[src/swt_pkg.sv]
// shared constants and types for the single-wire sensor slot block
package swt_pkg;
  // time base
  localparam int CLK_MHZ = 100;
  // line timing, microseconds as printed, then clock cycles
  localparam int RST_LOW_US = 480;
  localparam int PRES_WAIT_US = 30;
  localparam int PRES_LOW_US = 120;
  localparam int WR_SAMPLE_US = 30;
  localparam int RD_HOLD_US = 15;
  localparam int RST_LOW_CYC = RST_LOW_US * CLK_MHZ;
  localparam int PRES_WAIT_CYC = PRES_WAIT_US * CLK_MHZ;
  localparam int PRES_LOW_CYC = PRES_LOW_US * CLK_MHZ;
  localparam int WR_SAMPLE_CYC = WR_SAMPLE_US * CLK_MHZ;
  localparam int RD_HOLD_CYC = RD_HOLD_US * CLK_MHZ;
  // busy times, milliseconds as printed, then clock cycles
  localparam int CONV_MS = 750;
  localparam int COPY_MS = 10;
  localparam int CONV_CYC = CONV_MS * 1000 * CLK_MHZ;
  localparam int COPY_CYC = COPY_MS * 1000 * CLK_MHZ;

  // memory function codes
  localparam logic [7:0] CMD_WRITE_SP = 8'h4e;
  localparam logic [7:0] CMD_READ_SP = 8'hbe;
  localparam logic [7:0] CMD_COPY_SP = 8'h48;
  localparam logic [7:0] CMD_CONVERT = 8'h44;
  localparam logic [7:0] CMD_RELOAD = 8'hb8;
  localparam logic [7:0] CMD_POWER = 8'hb4;

  // scratchpad layout
  localparam int SP_TRIG_FIRST = 2;
  localparam int SP_TRIG_NUM = 3;
  localparam int SP_LAST = 8;
  // nonvolatile contents at power-up
  localparam logic [7:0] NV_HIGH_ALARM_RST = 8'h4b;
  localparam logic [7:0] NV_LOW_ALARM_RST = 8'h46;
  localparam logic [7:0] NV_CONFIG_RST = 8'h7f;

  // register byte offsets
  localparam logic [7:0] REG_CTRL = 8'h00;
  localparam logic [7:0] REG_STATUS = 8'h04;
  localparam logic [7:0] REG_TEMP = 8'h08;
  localparam logic [7:0] REG_AUX = 8'h0c;
  localparam logic [7:0] REG_TRIG = 8'h10;
  localparam logic [7:0] REG_NV = 8'h14;
  // control fields
  localparam int CTRL_EXT_POWER = 0;
  localparam logic [31:0] CTRL_RST = 32'h0000_0000;
  localparam logic [31:0] TEMP_RST = 32'h0000_0550;
  localparam logic [31:0] AUX_RST = 32'h0000_0000;
  // htrans codes
  localparam logic [1:0] HTRANS_NONSEQ = 2'h2;

  // one cycle events from the slot timer to the command logic
  typedef struct packed {
    logic bus_reset;
    logic slot_start;
    logic rx_valid;
    logic rx_bit;
  } swt_slot_evt_t;

  // what the device answers in the next read slot
  typedef struct packed {
    logic en;
    logic bit_val;
  } swt_tx_t;
endpackage

[src/swt_busy_timer.sv]
// one-shot busy timer for conversion and nonvolatile copy
`timescale 1ns/1ps
module swt_busy_timer import swt_pkg::*; #(
  parameter int unsigned CYCLES = 1000
) (
  input wire logic mclk,
  input wire logic resetn,
  input wire logic start,
  output logic busy
);
  localparam int CW = $clog2(CYCLES + 1);
  logic [CW-1:0] cnt_ff;

  // a start while busy restarts the full time
  always_ff @(posedge mclk) begin
    if (!resetn) begin
      cnt_ff <= '0;
    end else if (start) begin
      cnt_ff <= CW'(CYCLES);
    end else if (cnt_ff != '0) begin
      cnt_ff <= cnt_ff - CW'(1);
    end
  end

  assign busy = (cnt_ff != '0);
endmodule

[src/swt_slot_phy.sv]
// line timing: reset detect, presence pulse, write sampling, read drive
`timescale 1ns/1ps
module swt_slot_phy import swt_pkg::*; #(
  parameter int RST_CYC = RST_LOW_CYC,
  parameter int PRES_CYC = PRES_LOW_CYC,
  parameter int US_CYC = CLK_MHZ
) (
  input wire logic mclk,
  input wire logic resetn,
  input wire logic dq_in,
  input wire swt_tx_t tx,
  output swt_slot_evt_t evt,
  output logic dq_oe
);
  localparam int CMAX = (RST_CYC > PRES_CYC) ? RST_CYC : PRES_CYC;
  localparam int CW = $clog2(CMAX + 1);
  // slot points follow the time base so a bench can run a faster one
  localparam int WAIT_CYC = PRES_WAIT_US * US_CYC;
  localparam int SAMPLE_CYC = WR_SAMPLE_US * US_CYC;
  localparam int HOLD_CYC = RD_HOLD_US * US_CYC;
  typedef enum logic [2:0] {PH_IDLE, PH_LOW, PH_WAIT_RISE, PH_PRES_WAIT, PH_PRES_DRV} swt_ph_t;

  swt_ph_t st_ff;
  logic [CW-1:0] cnt_ff;
  logic dq_prev_ff;
  logic rd_drv_ff;
  logic pres_drv_ff;
  logic fall;

  assign fall = dq_prev_ff & ~dq_in;

  always_ff @(posedge mclk) begin
    if (!resetn) begin
      dq_prev_ff <= 1'b1;
    end else begin
      dq_prev_ff <= dq_in;
    end
  end

  // slot state and low-time counter
  always_ff @(posedge mclk) begin
    if (!resetn) begin
      st_ff <= PH_IDLE;
      cnt_ff <= '0;
    end else begin
      case (st_ff)
        PH_IDLE: begin
          cnt_ff <= CW'(1);
          if (fall) begin
            st_ff <= PH_LOW;
          end
        end
        PH_LOW: begin
          cnt_ff <= cnt_ff + CW'(1);
          if (cnt_ff == CW'(RST_CYC)) begin
            st_ff <= PH_WAIT_RISE;
          end else if (dq_in && cnt_ff >= CW'(SAMPLE_CYC)) begin
            st_ff <= PH_IDLE;
          end
        end
        PH_WAIT_RISE: begin
          cnt_ff <= CW'(1);
          if (dq_in) begin
            st_ff <= PH_PRES_WAIT;
          end
        end
        PH_PRES_WAIT: begin
          cnt_ff <= cnt_ff + CW'(1);
          if (cnt_ff == CW'(WAIT_CYC)) begin
            st_ff <= PH_PRES_DRV;
            cnt_ff <= CW'(1);
          end
        end
        PH_PRES_DRV: begin
          cnt_ff <= cnt_ff + CW'(1);
          if (cnt_ff == CW'(PRES_CYC)) begin
            st_ff <= PH_IDLE;
          end
        end
        default: st_ff <= PH_IDLE;
      endcase
    end
  end

  // read slot pull-down, held from the master's fall for the valid window
  always_ff @(posedge mclk) begin
    if (!resetn) begin
      rd_drv_ff <= 1'b0;
    end else if (st_ff == PH_IDLE && fall) begin
      rd_drv_ff <= tx.en & ~tx.bit_val;
    end else if (st_ff != PH_LOW || cnt_ff == CW'(HOLD_CYC)) begin
      rd_drv_ff <= 1'b0;
    end
  end

  // presence pull-down is the only low the device starts by itself
  always_ff @(posedge mclk) begin
    if (!resetn) begin
      pres_drv_ff <= 1'b0;
    end else begin
      pres_drv_ff <= (st_ff == PH_PRES_WAIT && cnt_ff == CW'(WAIT_CYC)) ||
                     (st_ff == PH_PRES_DRV && cnt_ff != CW'(PRES_CYC));
    end
  end

  assign dq_oe = rd_drv_ff | pres_drv_ff;

  // events; the write bit is taken at a fixed point inside 15..60 us
  always_comb begin
    evt.slot_start = (st_ff == PH_IDLE) && fall;
    evt.rx_valid = (st_ff == PH_LOW) && (cnt_ff == CW'(SAMPLE_CYC));
    evt.rx_bit = dq_in;
    evt.bus_reset = (st_ff == PH_LOW) && (cnt_ff == CW'(RST_CYC));
  end
endmodule

[src/swt_sensor_top.sv]
// single-wire sensor memory command handling with an ahb-lite register port
// Notes on behaviour
// - presence low after rise, fixed wait first
// - only presence is started by the device
// - write scratchpad fills bytes 2 to 4
// - read scratchpad streams bytes 0 to 8
// - reset abandons a read at any point
// - copy scratchpad stores bytes 2 to 4
// - copy status reads 0 busy, 1 done
// - convert starts, read slots show busy
// - conversion lasts up to 750 ms
// - reload restores triggers, slots show conversion busy
// - triggers reloaded from nonvolatile at power-up
// - power query answers 1 with external supply
// - write bit sampled 15 to 60 us in
// - line low past 480 us means reset
// - reset and rom command precede memory commands
//
// Register access over AHB-Lite and the placing of the registers are this design's own decisions.
`timescale 1ns/1ps
module swt_sensor_top import swt_pkg::*; #(
  parameter int RST_CYC = RST_LOW_CYC,
  parameter int PRES_CYC = PRES_LOW_CYC,
  parameter int unsigned CONV_CYCLES = CONV_CYC,
  parameter int unsigned COPY_CYCLES = COPY_CYC,
  parameter int US_CYC = CLK_MHZ
) (
  input wire logic mclk,
  input wire logic resetn,
  input wire logic hsel,
  input wire logic [31:0] haddr,
  input wire logic [1:0] htrans,
  input wire logic hwrite,
  input wire logic [2:0] hsize,
  input wire logic [31:0] hwdata,
  input wire logic hready,
  output logic hreadyout,
  output logic hresp,
  output logic [31:0] hrdata,
  input wire logic dq_in,
  output logic dq_out,
  output logic dq_oe
);
  typedef enum logic [2:0] {ST_IDLE, ST_ROM, ST_CMD, ST_WRITE, ST_READ, ST_STATUS} swt_state_t;
  typedef enum logic [1:0] {SEL_CONV, SEL_COPY, SEL_POWER} swt_sel_t;

  swt_state_t st_ff;
  swt_sel_t sel_ff;
  swt_slot_evt_t evt;
  swt_tx_t tx;
  logic [7:0] shift_ff;
  logic [2:0] bit_ff;
  logic [3:0] byte_ff;
  logic [7:0] last_cmd_ff;
  logic [7:0] trig_ff [0:SP_TRIG_NUM-1];
  logic [7:0] nv_ff [0:SP_TRIG_NUM-1];
  logic [31:0] ctrl_ff;
  logic [31:0] temp_ff;
  logic [31:0] aux_ff;
  logic [31:0] hrdata_ff;
  logic [7:0] waddr_ff;
  logic wpend_ff;
  logic [7:0] nxt_byte;
  logic byte_done;
  logic conv_start;
  logic copy_start;
  logic conv_busy;
  logic copy_busy;
  logic ext_power;
  logic do_copy;
  logic do_reload;
  logic ahb_take;
  logic [7:0] sp_byte;

  assign ext_power = ctrl_ff[CTRL_EXT_POWER];

  swt_slot_phy #(
    .RST_CYC(RST_CYC),
    .PRES_CYC(PRES_CYC),
    .US_CYC(US_CYC)
  ) u_phy (
    .mclk(mclk),
    .resetn(resetn),
    .dq_in(dq_in),
    .tx(tx),
    .evt(evt),
    .dq_oe(dq_oe)
  );

  swt_busy_timer #(
    .CYCLES(CONV_CYCLES)
  ) u_conv (
    .mclk(mclk),
    .resetn(resetn),
    .start(conv_start),
    .busy(conv_busy)
  );

  swt_busy_timer #(
    .CYCLES(COPY_CYCLES)
  ) u_copy (
    .mclk(mclk),
    .resetn(resetn),
    .start(copy_start),
    .busy(copy_busy)
  );

  // open drain: the pin is only ever pulled low
  assign dq_out = 1'b0;

  // incoming bits shift in from the top, so bit 0 arrives first
  assign nxt_byte = {evt.rx_bit, shift_ff[7:1]};
  assign byte_done = evt.rx_valid && (bit_ff == 3'h7) &&
                     (st_ff == ST_ROM || st_ff == ST_CMD || st_ff == ST_WRITE);

  always_ff @(posedge mclk) begin
    if (!resetn) begin
      shift_ff <= 8'h00;
    end else if (evt.rx_valid) begin
      shift_ff <= nxt_byte;
    end
  end

  // command decode strobes
  assign conv_start = byte_done && st_ff == ST_CMD && nxt_byte == CMD_CONVERT;
  assign do_copy = byte_done && st_ff == ST_CMD && nxt_byte == CMD_COPY_SP;
  assign copy_start = do_copy;
  assign do_reload = byte_done && st_ff == ST_CMD && nxt_byte == CMD_RELOAD;

  // transaction sequencing; a bus reset wins over any command in flight
  always_ff @(posedge mclk) begin
    if (!resetn) begin
      st_ff <= ST_IDLE;
      sel_ff <= SEL_CONV;
      bit_ff <= 3'h0;
      byte_ff <= 4'h0;
      last_cmd_ff <= 8'h00;
    end else if (evt.bus_reset) begin
      st_ff <= ST_ROM;
      bit_ff <= 3'h0;
      byte_ff <= 4'h0;
    end else begin
      case (st_ff)
        ST_ROM: begin
          if (evt.rx_valid) begin
            bit_ff <= bit_ff + 3'h1;
          end
          if (byte_done) begin
            st_ff <= ST_CMD;
          end
        end
        ST_CMD: begin
          if (evt.rx_valid) begin
            bit_ff <= bit_ff + 3'h1;
          end
          if (byte_done) begin
            last_cmd_ff <= nxt_byte;
            byte_ff <= 4'h0;
            case (nxt_byte)
              CMD_WRITE_SP: st_ff <= ST_WRITE;
              CMD_READ_SP: st_ff <= ST_READ;
              CMD_COPY_SP: begin
                st_ff <= ST_STATUS;
                sel_ff <= SEL_COPY;
              end
              CMD_CONVERT, CMD_RELOAD: begin
                st_ff <= ST_STATUS;
                sel_ff <= SEL_CONV;
              end
              CMD_POWER: begin
                st_ff <= ST_STATUS;
                sel_ff <= SEL_POWER;
              end
              default: st_ff <= ST_IDLE;
            endcase
          end
        end
        ST_WRITE: begin
          if (evt.rx_valid) begin
            bit_ff <= bit_ff + 3'h1;
          end
          if (byte_done) begin
            byte_ff <= byte_ff + 4'h1;
            if (byte_ff == 4'(SP_TRIG_NUM - 1)) begin
              st_ff <= ST_IDLE;
            end
          end
        end
        ST_READ: begin
          if (evt.slot_start) begin
            bit_ff <= bit_ff + 3'h1;
            if (bit_ff == 3'h7) begin
              byte_ff <= byte_ff + 4'h1;
              if (byte_ff == 4'(SP_LAST)) begin
                st_ff <= ST_IDLE;
              end
            end
          end
        end
        ST_STATUS: st_ff <= ST_STATUS;
        ST_IDLE: st_ff <= ST_IDLE;
        default: st_ff <= ST_IDLE;
      endcase
    end
  end

  // trigger and config bytes, scratchpad and nonvolatile copies
  for (genvar i = 0; i < SP_TRIG_NUM; i++) begin : g_trig
    localparam logic [7:0] NV_RST = (i == 0) ? NV_HIGH_ALARM_RST :
                                    (i == 1) ? NV_LOW_ALARM_RST : NV_CONFIG_RST;
    always_ff @(posedge mclk) begin
      if (!resetn) begin
        trig_ff[i] <= NV_RST;
      end else if (byte_done && st_ff == ST_WRITE && byte_ff == 4'(i)) begin
        trig_ff[i] <= nxt_byte;
      end else if (do_reload) begin
        trig_ff[i] <= nv_ff[i];
      end
    end
    // contents survive bus resets; only power-up restores the defaults
    always_ff @(posedge mclk) begin
      if (!resetn) begin
        nv_ff[i] <= NV_RST;
      end else if (do_copy) begin
        nv_ff[i] <= trig_ff[i];
      end
    end
  end

  // scratchpad view: temperature, triggers and four software bytes
  always_comb begin
    case (byte_ff)
      4'h0: sp_byte = temp_ff[7:0];
      4'h1: sp_byte = temp_ff[15:8];
      4'h2: sp_byte = trig_ff[0];
      4'h3: sp_byte = trig_ff[1];
      4'h4: sp_byte = trig_ff[2];
      4'h5: sp_byte = aux_ff[7:0];
      4'h6: sp_byte = aux_ff[15:8];
      4'h7: sp_byte = aux_ff[23:16];
      4'h8: sp_byte = aux_ff[31:24];
      default: sp_byte = 8'hff;
    endcase
  end

  // answer for the next read slot; outside these states the line reads 1
  always_comb begin
    tx.en = 1'b0;
    tx.bit_val = 1'b1;
    if (st_ff == ST_READ) begin
      tx.en = 1'b1;
      tx.bit_val = sp_byte[bit_ff];
    end else if (st_ff == ST_STATUS) begin
      tx.en = 1'b1;
      case (sel_ff)
        SEL_COPY: tx.bit_val = ~copy_busy;
        SEL_CONV: tx.bit_val = ~conv_busy;
        SEL_POWER: tx.bit_val = ext_power;
        default: tx.bit_val = 1'b1;
      endcase
    end
  end

  // ahb-lite slave: zero wait states, always okay
  assign hreadyout = 1'b1;
  assign hresp = 1'b0;
  assign hrdata = hrdata_ff;
  assign ahb_take = hsel && hready && htrans[1];

  // write address is held for the data phase
  always_ff @(posedge mclk) begin
    if (!resetn) begin
      wpend_ff <= 1'b0;
      waddr_ff <= 8'h00;
    end else begin
      wpend_ff <= ahb_take && hwrite;
      if (ahb_take) begin
        waddr_ff <= haddr[7:0];
      end
    end
  end

  // software registers; writes to read-only or unmapped words are dropped
  always_ff @(posedge mclk) begin
    if (!resetn) begin
      ctrl_ff <= CTRL_RST;
      temp_ff <= TEMP_RST;
      aux_ff <= AUX_RST;
    end else if (wpend_ff) begin
      case (waddr_ff)
        REG_CTRL: ctrl_ff <= {31'h0, hwdata[CTRL_EXT_POWER]};
        REG_TEMP: temp_ff <= {16'h0, hwdata[15:0]};
        REG_AUX: aux_ff <= hwdata;
        default: ctrl_ff <= ctrl_ff;
      endcase
    end
  end

  // read data is looked up at the address phase so the data phase needs no wait
  always_ff @(posedge mclk) begin
    if (!resetn) begin
      hrdata_ff <= 32'h0;
    end else if (ahb_take && !hwrite) begin
      case (haddr[7:0])
        REG_CTRL: hrdata_ff <= ctrl_ff;
        REG_STATUS: hrdata_ff <= {16'h0, last_cmd_ff, 1'b0, 2'(sel_ff),
                                  3'(st_ff), copy_busy, conv_busy};
        REG_TEMP: hrdata_ff <= temp_ff;
        REG_AUX: hrdata_ff <= aux_ff;
        REG_TRIG: hrdata_ff <= {8'h0, trig_ff[2], trig_ff[1], trig_ff[0]};
        REG_NV: hrdata_ff <= {8'h0, nv_ff[2], nv_ff[1], nv_ff[0]};
        default: hrdata_ff <= 32'h0;
      endcase
    end
  end
endmodule

[config.mk]
export PLATFORM = sky130hd
export DESIGN_NAME = swt_sensor_top
export DESIGN_NICKNAME = d
export VERILOG_FILES = /design/src/swt_pkg.sv /design/src/swt_busy_timer.sv /design/src/swt_slot_phy.sv /design/src/swt_sensor_top.sv
export SDC_FILE = /design/constraint.sdc
export NUM_CORES = 1
export LEC_CHECK = 0
export BUFFER_PORTS_ARGS = -buffer_cell sky130_fd_sc_hd__buf_2
export CAP_MARGIN = 20
export CORE_ASPECT_RATIO = 1.75
export CORE_MARGIN = 2
export CORE_UTILIZATION = 45
export DETAILED_ROUTE_END_ITERATION = 10
export PLACE_DENSITY_LB_ADDON = 0.08
export SLEW_MARGIN = 20
export SYNTH_ARGS = -nofsm -noshare
export SYNTH_HDL_FRONTEND = slang
export SYNTH_SLANG_ARGS = --single-unit
[constraint.sdc]
create_clock -name mclk -period 2.35 [get_ports mclk]
set_clock_uncertainty 0.05 [all_clocks]
set_input_delay 0.47 -clock mclk [delete_from_list [all_inputs] [get_ports mclk]]
set_output_delay 0.47 -clock mclk [all_outputs]
set_load 0.05 [all_outputs]
==> flow_metrics.py <==
metrics = {
    "job": {
        "max_cap_violations": 0,
    },
    "place": {
        "gp_congestion": 0.9657,
        "dp_slack_ns": -0.2647,
        "numPortBuffers": 79,
        "hpwl_um": 27690,
        "dp_cells": 1752,
        "place_area_um2": 13180,
    },
    "drt": {
        "antenna_left": 0,
        "drc": 0,
        "drt-vias-per-instance": 5.777,
        "first_iter_violations": 817,
        "vias": 10470,
        "routed_wl_um": 37320,
        "drt-wirelength-per-cell_um": 20.58,
        "firstDrtPassIters": 8,
    },
    "outcome": {
        "violations": "negative setup slack",
        "status": "finished with violations",
    },
    "sta": {
        "fmax_ghz": 0.3993,
        "tns_ns": -1.397,
        "slew_headroom": 0.3682,
        "hold_violations": 0,
        "min_period_over_period": 1.066,
        "setup_viol": 18,
        "slew_viol_final": 0,
        "period_minus_slack_ns": 2.505,
        "rsz0062_at_grt": "true",
        "tightest_slew_ns": 0.9441,
        "worst_slack_ns": -0.1547,
        "hold_ws_ns": 0.1224,
    },
    "worst_setup_path": {
        "timing.rr.start": "u_conv.cnt_ff[20]",
        "worstSetupPathType": "reg2reg",
        "critPathCaptureType": "flop",
        "worstPathMaxFanout": 5,
        "critPathLaunchType": "flop",
        "crit_path_start": "u_conv.cnt_ff[20]",
        "r2r_slack_ns": -0.15,
        "crit_arrival_ns": 2.90,
        "critPathRequiredTime_ns": 2.74,
    },
    "clock_tree": {
        "cts_buffers": 23,
        "cts_tree": "built",
        "clock_latency_ns": 0.53,
        "htreeDepth": 1,
        "cts.clk_slew.worst_paths_ns": 0.07,
        "cts_buffer_depth": 3,
        "cts_num_sinks": 234,
        "cts-root-buf": "clkbuf_16",
    },
    "synth": {
        "synth.most_common_cell": "dfxtp_1",
        "async_reset_ff_frac": 0,
        "ys_warn_count": 0,
        "synthCells": 1286,
        "synth_top_area_share": 0.3269,
        "yosys_register_bits": 234,
        "synth_top_flop_cell": "dfxtp_1",
        "synth_edf_count": 48,
        "synth_seq_area_share": 0.4535,
        "synthTopCellsByArea": "dfxtp_1 33%, edfxtp_1 13%, nand2_1 5.8%",
        "yosys-top-cells-count": "186 x dfxtp_1, 175 x nand2_1, 121 x nor2_1",
        "mappedNetlistArea_um2": 11390,
        "yosysTopAreaCell": "dfxtp_1",
        "syn_avg_cell_area_um2": 8.857,
        "synth.distinct_cells": 85,
    },
    "layout": {
        "nets": 1568,
        "fin_area_um2": 14350,
        "stdcell_count": 1813,
        "finish.utilization": 0.5729,
        "antenna-diode-count": 0,
        "area_growth_pct": 25.99,
        "drive_above_1_share": 0.2478,
    },
    "floorplanning": {
        "die-area_um2": 26650,
        "start_util": 0.4547,
        "core-area_um2": 25050,
        "dieWidth_um": 124.3,
        "io_pins": 111,
        "dieHeight_um": 214.5,
        "rows": 77,
    },
    "global_route": {
        "grt_usage": 0.2701,
        "antenna_found_initial": 0,
        "grt_pass1_vias": 10240,
        "grt_first_pass_wirelength_um": 56830,
        "grt_start_max_net_pins": 116,
        "overflow": 0,
    },
    "pwr": {
        "total_power_mw": 12.87,
        "cellPowerDensity_nw_per_um2": 897.1,
        "power_leakage_nw": 5.505,
        "irDropWorstVdd_v": 0.0006449,
    },
    "min_path": {
        "hp-start": "hwdata[28]",
        "hold_path_class": "in2reg",
    },
}
[cells by family (layout without fill, tap and decap cells)]
kind of cell	after synthesis	after routing	share of synthesized area
xor gates and xnor gates	53	53	0.04076
and+or+nand+nor	526	526	0.2290
adders and majority gates	12	12	0.01318
buffers and inverters	109	319	0.04010
other	2	3	0.0006594
muxes	58	58	0.05196
AOI/OAI and AO/OA	292	292	0.1708
DFF	234	234	0.4535
[critical path: stages, from the launching register on]
cell	delay, ns
dfxtp_2	0.32
or4_4	0.53
or2_1	0.25
or4_4	0.53
buf_12	0.19
o211ai_4	0.22
buf_6	0.14
o31ai_2	0.05
a31oi_1	0.15
[metal layers]
| layer | GRT usage | vias up | share of wire |
|---|---|---|---|
| met5 | 0 | - | 0 |
| met4 | 0.1562 | 0 | 0.064 |
| met3 | 0.02620 | 93 | 0.034 |
| met1 | 0.2821 | 5070 | 0.36 |
| met2 | 0.5164 | 297 | 0.54 |
| li1 | - | 5014 | - |
[layout make-up]
type	count	area (µm²)
Multi-Input combinational cell	944	5997
Sequential cell	234	5171
Clock buffer	30	643.1
Clock inverter	11	67.56
Timing Repair Buffer	258	1999
Inverter	20	76.32
Fill cell	2293	10700
Tap cell	316	395.4
[layout by cell type (no fill, tap or decap), types with 7 or more instances in the layout]
cell and instances:
clkbuf_16 26, and3_1 19, nor4_1 20, clkinv_2 7
a222oi_1 10, o22ai_1 14, a22oi_1 30, buf_12 13
mux2_2 9, buf_6 16, o21ai_0 24, or3_1 20
a31oi_1 8, inv_1 19, nand2b_1 17, edfxtp_1 48
nor3_1 21, buf_2 81, buf_4 145, ha_1 11
nand4_1 24, dfxtp_1 181, xnor2_1 22, o22a_1 11
nor2_1 116, a21oi_1 110, a22o_1 20, nor2b_1 8
nand3_1 22, nand2_1 171, and2_1 19, or4_1 7
xor2_1 30, mux2i_1 49
[sequential cells by signal, indices dropped and copies added, names as in the netlist, 2 cells and up]
name,count
nv_ff,24
u_phy.cnt_ff,16
shift_ff,7
u_copy.cnt_ff,20
u_phy.st_ff,3
temp_ff,16
st_ff,3
bit_ff,3
byte_ff,4
aux_ff,32
last_cmd_ff,8
waddr_ff,8
sel_ff,2
trig_ff,24
hrdata,32
u_conv.cnt_ff,27
[repair_timing]
item / CTS / global route
setup buffers: 9 / 7
setup endpoints to repair: 76 / 132
pin swaps: 16 / 32
resized for setup: 43 / 27
hold buffers: 0 / 0
gates cloned: 2 / 3
[power breakdown]
group          internal [mW]  switching [mW]
combinational           2.19            2.32
sequential              4.49           0.315
clock                   1.95            1.62
total                   8.62            4.25
[path summary, 6_finish.rpt]
| check | depth (start not counted) | to |
|---|---|---|
| worst max register to register | 8 | u_conv.cnt_ff[6] |
| worst max-delay path | 8 | u_conv.cnt_ff[6] |
| worst min register to register | 2 | hrdata[18] |
| worst min-delay path | 3 | aux_ff[28] |
Power figures use the tool's default switching activity.
